[src/core/pcmsp_pkg.sv]
/*
  constants, register map and state type for the two pcm sample serial ports.
  assumes a single 50 mhz core clock and a synchronous active-high reset.
*/
// Behaviour
// rx idle-float bit: tristate else drive low
// rx enable runs clock; sync needs channel
// rx disabled: clock low, samples discarded
// rx disable mid-frame finishes frame first
// rx invert bit inverts clock; fixed while enabled
// tx master short sync, msb first
// two tx words or one, bypassed
// tx clock divide 2..256, zero means 256
// host picks tx clock >=32x integer ratio
// tx channel b select includes b word
// tx channel a select includes a word
// tx enable runs clock; sync needs channel
// tx disable holds clock low after frame
// tx invert bit inverts clock; fixed while enabled
// host writes zero to tx reserved bits
// rx master short sync, msb first
// rx clock divide 2..256, 50:50 duty; code keeps odd divides high one cycle longer than low, or low one cycle longer than high when inverted
// rx channel selects include or bypass words
// host picks rx clock >=32x integer ratio
// sync one bit wide, before first bit
package pcmsp_pkg;
  localparam logic [7:0] RX_DIV_ADDR   = 8'h40;
  localparam logic [7:0] RX_CTRL_ADDR  = 8'h41;
  localparam logic [7:0] TX_DIV_ADDR   = 8'h48;
  localparam logic [7:0] TX_CTRL_ADDR  = 8'h49;
  localparam logic [7:0] REG_RESET     = 8'h00;
  localparam int         INV_BIT       = 0;
  localparam int         EN_BIT        = 1;
  localparam int         RX_FLOAT_BIT  = 2;
  localparam int         RX_SEL_A_BIT  = 3;
  localparam int         RX_SEL_B_BIT  = 4;
  localparam int         TX_SEL_A_BIT  = 2;
  localparam int         TX_SEL_B_BIT  = 3;
  localparam logic [7:0] RX_CTRL_MASK  = 8'h1f;
  localparam logic [7:0] TX_CTRL_MASK  = 8'h0f;
  localparam logic [5:0] LAST_BIT_ONE  = 6'h0f;
  localparam logic [5:0] LAST_BIT_TWO  = 6'h1f;
  localparam logic [7:0] DIV_ZERO_NM1  = 8'hff;
  localparam logic [7:0] DIV_MIN_NM1   = 8'h01;
  localparam logic [8:0] DIV_ZERO_N    = 9'h100;

  typedef enum logic [2:0] {
    PCMSP_IDLE  = 3'b001,
    PCMSP_SYNC  = 3'b010,
    PCMSP_SHIFT = 3'b100
  } pcmsp_state_t;
endpackage

[src/core/pcmsp_ports.sv]
/*
  receive and transmit pcm serial ports, master mode, short frame sync.
  assumes register writes arrive as one-cycle strobes and that sample
  strobes from the channel filters are synchronous to core_clk.
*/
`timescale 1ns/1ps
module pcmsp_ports (
  input  wire logic        core_clk,
  input  wire logic        rst,
  input  wire logic        reg_wr,
  input  wire logic [7:0]  reg_addr,
  input  wire logic [7:0]  reg_wdata,
  input  wire logic [15:0] rx_a_sample,
  input  wire logic [15:0] rx_b_sample,
  input  wire logic        rx_sample_valid,
  output logic             rx_bit_clock,
  output logic             rx_frame_sync,
  output logic             rx_data,
  output logic             rx_data_oe,
  input  wire logic        tx_sample_req,
  output logic             tx_bit_clock,
  output logic             tx_frame_sync,
  input  wire logic        tx_data,
  output logic [15:0]      tx_a_sample,
  output logic [15:0]      tx_b_sample,
  output logic             tx_a_valid,
  output logic             tx_b_valid
);
  logic [7:0] rx_div_q, rx_div_d, rx_ctrl_q, rx_ctrl_d;
  logic [7:0] tx_div_q, tx_div_d, tx_ctrl_q, tx_ctrl_d;

  always_comb begin
    rx_div_d  = rx_div_q;
    rx_ctrl_d = rx_ctrl_q;
    tx_div_d  = tx_div_q;
    tx_ctrl_d = tx_ctrl_q;
    if (reg_wr) begin
      if (reg_addr == pcmsp_pkg::RX_DIV_ADDR) begin
        rx_div_d = reg_wdata;
      end else if (reg_addr == pcmsp_pkg::RX_CTRL_ADDR) begin
        rx_ctrl_d = reg_wdata & pcmsp_pkg::RX_CTRL_MASK;
      end else if (reg_addr == pcmsp_pkg::TX_DIV_ADDR) begin
        tx_div_d = reg_wdata;
      end else if (reg_addr == pcmsp_pkg::TX_CTRL_ADDR) begin
        tx_ctrl_d = reg_wdata & pcmsp_pkg::TX_CTRL_MASK;
      end
    end
  end

  always_ff @(posedge core_clk) begin
    if (rst) begin
      rx_div_q  <= pcmsp_pkg::REG_RESET;
      rx_ctrl_q <= pcmsp_pkg::REG_RESET;
      tx_div_q  <= pcmsp_pkg::REG_RESET;
      tx_ctrl_q <= pcmsp_pkg::REG_RESET;
    end else begin
      rx_div_q  <= rx_div_d;
      rx_ctrl_q <= rx_ctrl_d;
      tx_div_q  <= tx_div_d;
      tx_ctrl_q <= tx_ctrl_d;
    end
  end

  logic       rx_en, tx_en;
  logic [1:0] rx_sel, tx_sel;
  assign rx_en  = rx_ctrl_q[pcmsp_pkg::EN_BIT];
  assign tx_en  = tx_ctrl_q[pcmsp_pkg::EN_BIT];
  assign rx_sel = {rx_ctrl_q[pcmsp_pkg::RX_SEL_A_BIT], rx_ctrl_q[pcmsp_pkg::RX_SEL_B_BIT]};
  assign tx_sel = {tx_ctrl_q[pcmsp_pkg::TX_SEL_A_BIT], tx_ctrl_q[pcmsp_pkg::TX_SEL_B_BIT]};

  // index 0 is the receive port, index 1 the transmit port
  wire [1:0][7:0] div_w;
  wire [1:0]      en_w, inv_w, busy_w, end_w, mid_w, run_w, bclk_w;
  assign div_w = {tx_div_q, rx_div_q};
  assign en_w  = {tx_en, rx_en};
  assign inv_w = {tx_ctrl_q[pcmsp_pkg::INV_BIT], rx_ctrl_q[pcmsp_pkg::INV_BIT]};

  for (genvar g = 0; g < 2; g++) begin : g_bclk
    logic [7:0] cnt_q, cnt_d, nm1;
    logic       run_q, run_d, clk_q, clk_d;
    always_comb begin
      nm1 = (div_w[g] == 8'h00) ? pcmsp_pkg::DIV_ZERO_NM1 :
            (div_w[g] == 8'h01) ? pcmsp_pkg::DIV_MIN_NM1 : div_w[g] - 8'h01;
      run_d = run_q;
      cnt_d = cnt_q;
      if (!run_q) begin
        run_d = en_w[g];
        cnt_d = 8'h00;
      end else if (cnt_q >= nm1) begin
        run_d = en_w[g] | busy_w[g];
        cnt_d = 8'h00;
      end else begin
        cnt_d = cnt_q + 8'h01;
      end
      // a stopped clock is low whatever the invert bit says
      clk_d = run_d & ((cnt_d <= (nm1 >> 1)) ^ inv_w[g]);
    end
    always_ff @(posedge core_clk) begin
      if (rst) begin
        cnt_q <= 8'h00;
        run_q <= 1'b0;
        clk_q <= 1'b0;
      end else begin
        cnt_q <= cnt_d;
        run_q <= run_d;
        clk_q <= clk_d;
      end
    end
    assign end_w[g]  = run_q & (cnt_q >= nm1);
    assign mid_w[g]  = run_q & (cnt_q == (nm1 >> 1));
    assign run_w[g]  = run_q;
    assign bclk_w[g] = clk_q;
  end

  assign rx_bit_clock = bclk_w[0];
  assign tx_bit_clock = bclk_w[1];

  // receive port
  pcmsp_pkg::pcmsp_state_t rx_st_q, rx_st_d;
  logic [31:0] rx_sr_q, rx_sr_d;
  logic [15:0] rx_a_q, rx_a_d, rx_b_q, rx_b_d;
  logic [5:0]  rx_bit_q, rx_bit_d;
  logic [1:0]  rx_fsel_q, rx_fsel_d;
  logic        rx_pend_q, rx_pend_d, rx_dat_q, rx_dat_d, rx_oe_q, rx_oe_d, rx_fs_q, rx_fs_d, rx_go;

  always_comb begin
    rx_st_d   = rx_st_q;
    rx_sr_d   = rx_sr_q;
    rx_a_d    = rx_a_q;
    rx_b_d    = rx_b_q;
    rx_bit_d  = rx_bit_q;
    rx_fsel_d = rx_fsel_q;
    rx_pend_d = rx_pend_q;
    rx_dat_d  = rx_dat_q;
    rx_go     = 1'b0;
    if (end_w[0]) begin
      case (rx_st_q)
        pcmsp_pkg::PCMSP_IDLE: begin
          rx_go = 1'b1;
        end
        pcmsp_pkg::PCMSP_SYNC: begin
          rx_st_d  = pcmsp_pkg::PCMSP_SHIFT;
          rx_dat_d = rx_sr_q[31];
          rx_sr_d  = {rx_sr_q[30:0], 1'b0};
          rx_bit_d = 6'h00;
        end
        pcmsp_pkg::PCMSP_SHIFT: begin
          if (rx_bit_q == ((rx_fsel_q == 2'b11) ? pcmsp_pkg::LAST_BIT_TWO : pcmsp_pkg::LAST_BIT_ONE)) begin
            rx_st_d  = pcmsp_pkg::PCMSP_IDLE;
            rx_dat_d = 1'b0;
            rx_go    = 1'b1;                                                // back-to-back frames
          end else begin
            rx_dat_d = rx_sr_q[31];
            rx_sr_d  = {rx_sr_q[30:0], 1'b0};
            rx_bit_d = rx_bit_q + 6'h01;
          end
        end
        default: begin
          rx_st_d = pcmsp_pkg::PCMSP_IDLE;
        end
      endcase
    end
    if (rx_go && rx_pend_q && rx_en && (rx_sel != 2'b00)) begin
      rx_st_d   = pcmsp_pkg::PCMSP_SYNC;
      rx_pend_d = 1'b0;
      rx_fsel_d = rx_sel;
      rx_sr_d   = (rx_sel == 2'b11) ? {rx_a_q, rx_b_q} :
                  rx_sel[1] ? {rx_a_q, 16'h0000} : {rx_b_q, 16'h0000};
    end
    // a new sample beats the frame start that consumes the old one
    if (!rx_en) begin
      rx_pend_d = 1'b0;
    end else if (rx_sample_valid) begin
      rx_pend_d = 1'b1;
      rx_a_d    = rx_a_sample;
      rx_b_d    = rx_b_sample;
    end
    rx_oe_d = !rx_ctrl_q[pcmsp_pkg::RX_FLOAT_BIT] | (rx_st_d == pcmsp_pkg::PCMSP_SHIFT);
    rx_fs_d = (rx_st_d == pcmsp_pkg::PCMSP_SYNC);
  end

  always_ff @(posedge core_clk) begin
    if (rst) begin
      rx_st_q   <= pcmsp_pkg::PCMSP_IDLE;
      rx_sr_q   <= 32'h00000000;
      rx_a_q    <= 16'h0000;
      rx_b_q    <= 16'h0000;
      rx_bit_q  <= 6'h00;
      rx_fsel_q <= 2'b00;
      rx_pend_q <= 1'b0;
      rx_dat_q  <= 1'b0;
      rx_oe_q   <= 1'b1;
      rx_fs_q   <= 1'b0;
    end else begin
      rx_st_q   <= rx_st_d;
      rx_sr_q   <= rx_sr_d;
      rx_a_q    <= rx_a_d;
      rx_b_q    <= rx_b_d;
      rx_bit_q  <= rx_bit_d;
      rx_fsel_q <= rx_fsel_d;
      rx_pend_q <= rx_pend_d;
      rx_dat_q  <= rx_dat_d;
      rx_oe_q   <= rx_oe_d;
      rx_fs_q   <= rx_fs_d;
    end
  end

  assign rx_data       = rx_dat_q;
  assign rx_data_oe    = rx_oe_q;
  assign rx_frame_sync = rx_fs_q;
  assign busy_w[0]     = (rx_st_d != pcmsp_pkg::PCMSP_IDLE);

  // transmit port
  pcmsp_pkg::pcmsp_state_t tx_st_q, tx_st_d;
  logic [31:0] tx_sr_q, tx_sr_d;
  logic [15:0] tx_a_q, tx_a_d, tx_b_q, tx_b_d;
  logic [5:0]  tx_bit_q, tx_bit_d;
  logic [1:0]  tx_fsel_q, tx_fsel_d;
  logic        tx_pend_q, tx_pend_d, tx_av_q, tx_av_d, tx_bv_q, tx_bv_d, tx_fs_q, tx_fs_d, tx_go;

  always_comb begin
    tx_st_d   = tx_st_q;
    tx_sr_d   = tx_sr_q;
    tx_a_d    = tx_a_q;
    tx_b_d    = tx_b_q;
    tx_bit_d  = tx_bit_q;
    tx_fsel_d = tx_fsel_q;
    tx_pend_d = tx_pend_q;
    tx_av_d   = 1'b0;
    tx_bv_d   = 1'b0;
    tx_go     = 1'b0;
    if (mid_w[1] && tx_st_q == pcmsp_pkg::PCMSP_SHIFT) begin
      tx_sr_d = {tx_sr_q[30:0], tx_data};
    end
    if (end_w[1]) begin
      case (tx_st_q)
        pcmsp_pkg::PCMSP_IDLE: begin
          tx_go = 1'b1;
        end
        pcmsp_pkg::PCMSP_SYNC: begin
          tx_st_d  = pcmsp_pkg::PCMSP_SHIFT;
          tx_bit_d = 6'h00;
        end
        pcmsp_pkg::PCMSP_SHIFT: begin
          if (tx_bit_q == ((tx_fsel_q == 2'b11) ? pcmsp_pkg::LAST_BIT_TWO : pcmsp_pkg::LAST_BIT_ONE)) begin
            tx_st_d = pcmsp_pkg::PCMSP_IDLE;
            tx_go   = 1'b1;
            if (tx_fsel_q == 2'b11) begin
              tx_a_d  = tx_sr_q[31:16];
              tx_b_d  = tx_sr_q[15:0];
              tx_av_d = 1'b1;
              tx_bv_d = 1'b1;
            end else if (tx_fsel_q[1]) begin
              tx_a_d  = tx_sr_q[15:0];
              tx_av_d = 1'b1;
            end else begin
              tx_b_d  = tx_sr_q[15:0];
              tx_bv_d = 1'b1;
            end
          end else begin
            tx_bit_d = tx_bit_q + 6'h01;
          end
        end
        default: begin
          tx_st_d = pcmsp_pkg::PCMSP_IDLE;
        end
      endcase
    end
    if (tx_go && tx_pend_q && tx_en && (tx_sel != 2'b00)) begin
      tx_st_d   = pcmsp_pkg::PCMSP_SYNC;
      tx_pend_d = 1'b0;
      tx_fsel_d = tx_sel;
    end
    if (!tx_en) begin
      tx_pend_d = 1'b0;
    end else if (tx_sample_req) begin
      tx_pend_d = 1'b1;
    end
    tx_fs_d = (tx_st_d == pcmsp_pkg::PCMSP_SYNC);
  end

  always_ff @(posedge core_clk) begin
    if (rst) begin
      tx_st_q   <= pcmsp_pkg::PCMSP_IDLE;
      tx_sr_q   <= 32'h00000000;
      tx_a_q    <= 16'h0000;
      tx_b_q    <= 16'h0000;
      tx_bit_q  <= 6'h00;
      tx_fsel_q <= 2'b00;
      tx_pend_q <= 1'b0;
      tx_av_q   <= 1'b0;
      tx_bv_q   <= 1'b0;
      tx_fs_q   <= 1'b0;
    end else begin
      tx_st_q   <= tx_st_d;
      tx_sr_q   <= tx_sr_d;
      tx_a_q    <= tx_a_d;
      tx_b_q    <= tx_b_d;
      tx_bit_q  <= tx_bit_d;
      tx_fsel_q <= tx_fsel_d;
      tx_pend_q <= tx_pend_d;
      tx_av_q   <= tx_av_d;
      tx_bv_q   <= tx_bv_d;
      tx_fs_q   <= tx_fs_d;
    end
  end

  assign tx_a_sample   = tx_a_q;
  assign tx_b_sample   = tx_b_q;
  assign tx_a_valid    = tx_av_q;
  assign tx_b_valid    = tx_bv_q;
  assign tx_frame_sync = tx_fs_q;
  assign busy_w[1]     = (tx_st_d != pcmsp_pkg::PCMSP_IDLE);

  // helper: cycles between rising edges of the transmit clock
  logic [8:0] tx_per_q, tx_per_d, tx_n9;
  logic       tx_seen_q, tx_seen_d, tx_prev_q, tx_rise;
  always_comb begin
    tx_rise   = tx_bit_clock & !tx_prev_q;
    tx_per_d  = tx_rise ? 9'h001 : tx_per_q + 9'h001;
    tx_seen_d = run_w[1] & (tx_rise | tx_seen_q);
    tx_n9     = (tx_div_q == 8'h00) ? pcmsp_pkg::DIV_ZERO_N : {1'b0, tx_div_q};
  end
  always_ff @(posedge core_clk) begin
    if (rst) begin
      tx_per_q  <= 9'h000;
      tx_seen_q <= 1'b0;
      tx_prev_q <= 1'b0;
    end else begin
      tx_per_q  <= tx_per_d;
      tx_seen_q <= tx_seen_d;
      tx_prev_q <= tx_bit_clock;
    end
  end
endmodule

[config.mk]
export PLATFORM = sky130hd
export DESIGN_NAME = pcmsp_ports
export DESIGN_NICKNAME = d
export VERILOG_FILES = /design/src/core/pcmsp_pkg.sv /design/src/core/pcmsp_ports.sv
export SDC_FILE = /design/constraint.sdc
export NUM_CORES = 1
export LEC_CHECK = 0
export ABC_AREA = 1
export BUFFER_PORTS_ARGS = -buffer_cell sky130_fd_sc_hd__buf_2
export CORE_ASPECT_RATIO = 1.1
export CORE_MARGIN = 3
export CORE_UTILIZATION = 54
export CTS_CLUSTER_SIZE = 28
export DETAILED_ROUTE_END_ITERATION = 7
export PLACE_DENSITY_LB_ADDON = 0.2
export SLEW_MARGIN = 20
export SYNTH_ARGS = -nofsm -noshare
export SYNTH_HDL_FRONTEND = slang
export SYNTH_SLANG_ARGS = --single-unit
[constraint.sdc]
create_clock -name core_clk -period 3.6 [get_ports core_clk]
set_input_delay 0.18 -clock core_clk [delete_from_list [all_inputs] [get_ports core_clk]]
set_output_delay 0.18 -clock core_clk [all_outputs]
set_load 0.02 [all_outputs]
* After elaboration in Yosys (flattened, before gate mapping)
Index checks and enable logic that the tools add are counted.
Word-level totals: register bits 203, output and inout bits 40
Operators by class: equality and inequality tests 27, order comparisons 4, bitwise logic cells 18, add/sub/neg operators 6, muxes and demuxes 52, reductions and logical operators 33
Operators by type and width (count):
- two-way mux 32 bit | 5
- two-way mux 16 bit | 4
- two-way mux 8 bit | 8
- one-hot mux 32 bit (2 select lines) | 1
- == test 8 x 7 -> 1 bit (second input constant) | 4
- one-hot mux 6 bit (2 select lines) | 2
- two-way mux 3 bit | 6
- one-hot mux 3 bit (3 select lines) | 2
- two-way mux 1 bit | 17
- adder 8 x 1 -> 8 bit (second input constant) | 2
- == test 8 x 1 -> 1 bit (second input constant) | 2
- greater-or-equal comparator 8 bit | 2
- less-or-equal comparator 8 x 7 -> 1 bit | 2
- logical NOT 8 bit | 2
- nonzero test 2 bit | 8
- subtractor 8 x 1 -> 8 bit (second input constant) | 2
- adder 6 x 1 -> 6 bit (second input constant) | 2
- == test 3 x 2 -> 1 bit (second input constant) | 4
- == test 6 x 5 -> 1 bit | 2
- two-way mux 6 bit | 2
- AND reduction 3 bit | 4
- AND reduction 4 bit | 3
- two-way mux 5 bit | 2
- == test 3 bit (second input constant) | 3
- 19 further kinds | 49

* Logic depth before layout (Yosys ltp)
word-level depth 15, gate-level depth with buffers 29, depth with buffers taken out 28

* Worst setup path after synthesis
Ideal clock, no wire load.
path type register to register, start point register rx_div_q[0], end point register g_bclk[0].clk_q, in the netlist rx_bit_clock, period minus slack after synthesis 3.367 ns, data required time 3.530 ns, path buffers 1, library setup time 0.070 ns, slack 0.233 ns, arrival time 3.297 ns, cell stages (with the launch flop) 26, cell sequence dfxtp_1 > inv_1 > nand2_1 > nor3_1 > nand2_1 > xor2_1 > o21ai_0 > inv_1 > ha_1 > nand2_1 > o21a_1 > nand2_2 > nor2_1 > inv_1 > clkbuf_1 > nor2_1 > ha_1 > a21oi_1 > o21ai_0 > nand2_1 > a21boi_0 > o21ai_0 > nand2_1 > nand2_1 > nand2_1 > a21oi_1
RTL lines:
- from (decl) | RTL line pcmsp_ports.sv:29 | logic [7:0] rx_div_q, rx_div_d, rx_ctrl_q, rx_ctrl_d;
- from (signal assigned) | RTL line pcmsp_ports.sv:52 | rx_div_q <= pcmsp_pkg::REG_RESET;
- from (signal assigned) | RTL line pcmsp_ports.sv:57 | rx_div_q <= rx_div_d;
- subtractor 8 x 1 -> 8 bit / == test 8 x 1 -> 1 bit (equally long branches) | RTL line pcmsp_ports.sv:83 | (div_w[g] == 8'h01) ? pcmsp_pkg::DIV_MIN_NM1 : div_w[g] - 8'h01;
- two-way mux 8 bit | RTL line pcmsp_ports.sv:83
- two-way mux 8 bit * | RTL line pcmsp_ports.sv:82 | nm1 = (div_w[g] == 8'h00) ? pcmsp_pkg::DIV_ZERO_NM1 :
- greater-or-equal comparator 8 bit * | RTL line pcmsp_ports.sv:89 | end else if (cnt_q >= nm1) begin
- two-way mux 8 bit * | RTL line pcmsp_ports.sv:89
- two-way mux 8 bit * | RTL line pcmsp_ports.sv:86 | if (!run_q) begin
- via g_bclk[0].cnt_d[3] | RTL line pcmsp_ports.sv:79 | logic [7:0] cnt_q, cnt_d, nm1;
- less-or-equal comparator 8 x 7 -> 1 bit * | RTL line pcmsp_ports.sv:96 | clk_d = run_d & ((cnt_d <= (nm1 >> 1)) ^ inv_w[g]);
- XOR 1 bit * | RTL line pcmsp_ports.sv:96
- AND 1 bit * | RTL line pcmsp_ports.sv:96
- to (signal assigned) | RTL line pcmsp_ports.sv:106 | clk_q <= clk_d;
- to (decl) | RTL line pcmsp_ports.sv:80 | logic run_q, run_d, clk_q, clk_d;
Mark *: on every way through the listed nets, which the timed path passes. The rest lies on a longest branch. A chain may end at the register's enable or synchronous reset.

* Final worst setup path
start point register rx_div_q[2], end point register g_bclk[0].clk_q, in the netlist rx_bit_clock
The elaborated chain is that of the path after synthesis.

==> impl_metrics.py <==
metrics = {
    "timing": {
        "fmax_mhz": 307,
        "finalCriticalPeriod_ps": 3260,
        "fin_crit_sh_pct": 90.4,
        "hold_viol": 0,
        "timing.final.ws_setup_ps": 344,
        "hold_slack_ps": 18.0,
        "finalSetupViolCount": 0,
        "worst_pin_slew_ps": 939,
        "grt_setup_unrepaired": "true",
        "finClkSkew_ps": 19.5,
        "drv_slew": 0,
        "slew_headroom_pct": 37.4,
    },
    "power": {
        "power_per_cell_area_mw_per_mm2": 407,
        "leakagePower_nw": 4.99,
        "irDropWorstVdd_mv": 0.330,
    },
    "cts": {
        "cts-root-buf": "clkbuf_16",
        "cts_tree": "yes",
        "clk_latency_ps": 510,
        "cts_buffers": 22,
        "cts_htree_levels": 1,
        "cts_max_path_buffers": 3,
        "clkSinkCount": 203,
        "cts.reportedPaths.clkPinSlew_ps": 60,
    },
    "worst_hold_path": {
        "hold_path.class": "in2reg",
    },
    "synthesis": {
        "synth.distinct_cells": 39,
        "avgSynthCellArea_um2": 7.10,
        "ys_seq_elements": 203,
        "netlist_instances": 1391,
        "syn-num-nets": 1485,
        "ys_warn_count": 0,
        "synth_area_mm2": 0.00988,
        "yosysSeqAreaShare_pct": 41.1,
    },
    "routing": {
        "finalWirelength_um": 23400,
        "drtIter0Drc": 454,
        "antenna_left": 0,
        "vias": 9137,
        "wl_per_cell_um": 13.3,
        "drc_errors": 0,
        "drt_first_pass_iters": 5,
        "vias_per_cell": 5.20,
    },
    "final_layout": {
        "syn_to_final_growth_pct": 19.3,
        "final_cells": 1758,
        "final_layout_size_suffix_gt1_share_pct": 13.3,
        "fin_nets": 1598,
        "fillers": 1579,
        "final_area_mm2": 0.0118,
        "diodes": 0,
    },
    "critical_path": {
        "crit_chain": "nor2_1 -> nand2_1 -> nor3_2 -> nand2_1 -> xor2_1 -> o21ai_0 -> inv_1 -> ha_1 -> a21oi_2 -> o21a_1 -> nand2_2 -> nor2_4 -> inv_4 -> nor2_1 -> ha_1 -> a21oi_1 -> o21ai_1 -> nand2_1 -> a21boi_0 -> o21ai_1 -> nand2_1 -> nand2_1 -> nand2_1 -> a21oi_1",
        "required_ps": 4040,
        "reg2reg_setup_slack_ps": 340,
        "critical_path.max_fanout": 9,
        "timing.rr.end": "rx_bit_clock$_SDFF_PP0_",
        "crit_end": "rx_bit_clock$_SDFF_PP0_",
        "start_kind": "flip-flop",
        "critPathSlowestCell": "dfxtp_1",
        "cp_top_family": "simple AND/OR/NAND/NOR gates",
        "reg2regPathDepth": 24,
        "critPathLaunch": "rx_div_q[2]$_SDFFE_PP0P_",
        "worst-path-stages": 24,
        "cp_common_cell": "nand2_1",
        "worstSetupPathType": "reg2reg",
        "crit_path_end_kind": "flip-flop",
        "crit_buf_inv": 2,
        "r2r_start": "rx_div_q[2]$_SDFFE_PP0P_",
        "max_stage_delay_ps": 340,
        "worst_ep_arrival_time_ps": 3690,
    },
    "floorplan": {
        "die_h_um": 148,
        "die_w_um": 135,
        "dieArea_mm2": 0.0200,
        "num_rows": 51,
        "core-area_mm2": 0.0178,
        "ioPinCount": 94,
        "start_util_pct": 55.5,
    },
    "global_route": {
        "gr-total-overflow": 0,
        "grt_start_max_net_pins": 72,
        "grt_pass1_vias": 8463,
        "gr-usage-all-layers_pct": 23.0,
        "antenna_found_initial": 0,
        "grt_pass1_wl_um": 39200,
    },
    "placed_design": {
        "pre_cts_ws_ps": 26.9,
        "dp_hpwl_um": 15200,
        "io_buffer_count": 93,
        "place_inst": 1672,
        "place.gp.congestion": 0.860,
        "placed_cell_area_mm2": 0.0105,
    },
    "outcome": {
        "outcome": "completed",
    },
    "flow_run": {
        "cap_viol_max_count": 0,
    },
}
==> what timing repair did <==
item | 4_1_cts | 5_1_grt
setup buffers | 0 | 4
hold buffers | 41 | 0
setup endpoints to repair | 0 | 17
gates resized for setup | 0 | 30
hold endpoints to repair | 45 | 0
==> cell usage in the layout (no fill, tap or decap), types with 2 or more instances in the layout <==
cell type        n
o21a_1           3
nand3b_1         4
o211ai_1        17
clkinv_4         2
clkbuf_16       22
dlygate4sd3_1   41
buf_2           93
a21oi_1         74
clkbuf_1         4
ha_4             2
inv_2            7
nand2_1        212
nand2_2          8
nand4_1          5
nor2_4           8
ha_1            37
inv_1          180
dfxtp_1        203
a21oi_2          4
o21ai_0        113
nor2_2           6
nor2_1         211
nand3_2          5
clkinv_2         4
o21ai_1          3
inv_4            3
clkinvlp_4       3
nor4_1           2
nand3_1         91
nor3_1          52
a211oi_1        43
buf_4           19
xor2_1          10
nand4_4          2
xnor2_1          7
bufinv_16        4
==> cell type report <==
type                    instances  area [um2]  share of cell area [%]
clock buffers                  27         579                    4.91
well taps                     238         298                    2.53
multi-input cells             931        4890                    41.5
clock inverters                13         191                    1.62
repair buffers                154        1040                    8.81
inverters                     192         729                    6.19
flip-flops and latches        203        4060                    34.5
==> layer usage <==
layer / routed length [um] / vias up / track usage, %
met3: 861 / 45 / 2.69
met4: 592 / 0 / 7.01
met5: 0 / - / 0
met1: 10500 / 4210 / 30.7
met2: 11400 / 152 / 39.2
li1: - / 4730 / -
==> synthesized netlist by cell type (all sizes together) <==
library cell | number | share of area [%]
nor2 | 225 | 9.1
nand2 | 221 | 8.7
dfxtp | 203 | 41
inv | 191 | 7.3
o21ai | 116 | 5.9
nand3 | 97 | 5.2
a21oi | 78 | 4.0
nor3 | 53 | 2.7
clkbuf | 47 | 1.8
a211oi | 43 | 3.3
ha | 40 | 5.1
buf | 19 | 1.4
o211ai | 17 | 1.3
xor2 | 10 | 0.89
nand4 | 7 | 0.66
xnor2 | 7 | 0.62
nand3b | 4 | 0.30
nor4 | 3 | 0.19
o21a | 3 | 0.23
a21boi | 1 | 0.076
a21o | 1 | 0.076
a31oi | 1 | 0.063
and2 | 1 | 0.089
and3 | 1 | 0.063
clkinv | 1 | 0.038
nor3b | 1 | 0.076
==> worst reg2reg max path: stages, from the launching register on <==
cell and delay, ps:
dfxtp_1 340, nor2_1 90, nand2_1 90, nor3_2 230, nand2_1 90, xor2_1 140, o21ai_0 140, inv_1 70
ha_1 300, a21oi_2 140, o21a_1 150, nand2_2 80, nor2_4 130, inv_4 70, nor2_1 90, ha_1 250
a21oi_1 140, o21ai_1 80, nand2_1 50, a21boi_0 80, o21ai_1 180, nand2_1 70, nand2_1 50, nand2_1 40
a21oi_1 90
==> report_power, final <==
part | internal [mW] | total, mW | switching, mW
Combinational | 0.0736 | 0.158 | 0.0846
Sequential | 2.25 | 2.25 | 0.00105
Clock | 1.44 | 2.39 | 0.943
==> cells by family after synthesis <==
group | count (synthesis) | synth area share, %
flip-flops | 203 | 41.1
AO/OA/AOI/OAI | 260 | 14.9
buffers and inverters | 258 | 10.5
AND/OR/NAND/NOR | 613 | 27.0
XOR/XNOR | 17 | 1.51
adder cells (fa/ha/maj) | 40 | 5.06
==> through the flow <==
step	setup TNS, ps	total power, mW	utilization, %
2_1_floorplan	0	2.36	-
3_3_place_gp	0	2.42	58.8
3_5_place_dp	0	2.42	58.8
4_1_cts	0	4.84	65.4
5_1_grt	-59.0	4.94	66.2
6_report	0	4.79	66.2
==> registers in the layout, indices dropped and copies added (netlist names), 2 cells and up <==
signal and count:
rx_b_q 16, tx_st_q 3, tx_bit_q 6, rx_div_q 8, g_bclk.run_q 2, rx_bit_q 6, tx_a_sample 16, rx_fsel_q 2
tx_div_q 8, rx_sr_q 32, tx_fsel_q 2, rx_a_q 16, rx_ctrl_q 5, g_bclk.cnt_q 16, rx_st_q 3, tx_sr_q 32
tx_b_sample 16, tx_ctrl_q 4
==> how the worst min path moves through the flow <==
stage | start | to | slack (ps) | cells past startpoint
floorplan | rx_sample_valid | rx_pend_q$_SDFFE_PP0P_ | 300 | 2
global placement | rx_ctrl_q[2]$_SDFFE_PP0P_ | rx_data_oe$_SDFF_PP1_ | 420 | 1
detailed placement | rx_ctrl_q[2]$_SDFFE_PP0P_ | rx_data_oe$_SDFF_PP1_ | 420 | 1
CTS | rx_b_sample[4] | rx_b_q[4]$_SDFFE_PP0P_ | 6 | 3
global route | reg_wdata[2] | rx_div_q[2]$_SDFFE_PP0P_ | 20 | 3
finish | reg_wdata[2] | tx_div_q[2]$_SDFFE_PP0P_ | 20 | 3
No activity file was read; power rests on OpenSTA's default activity.
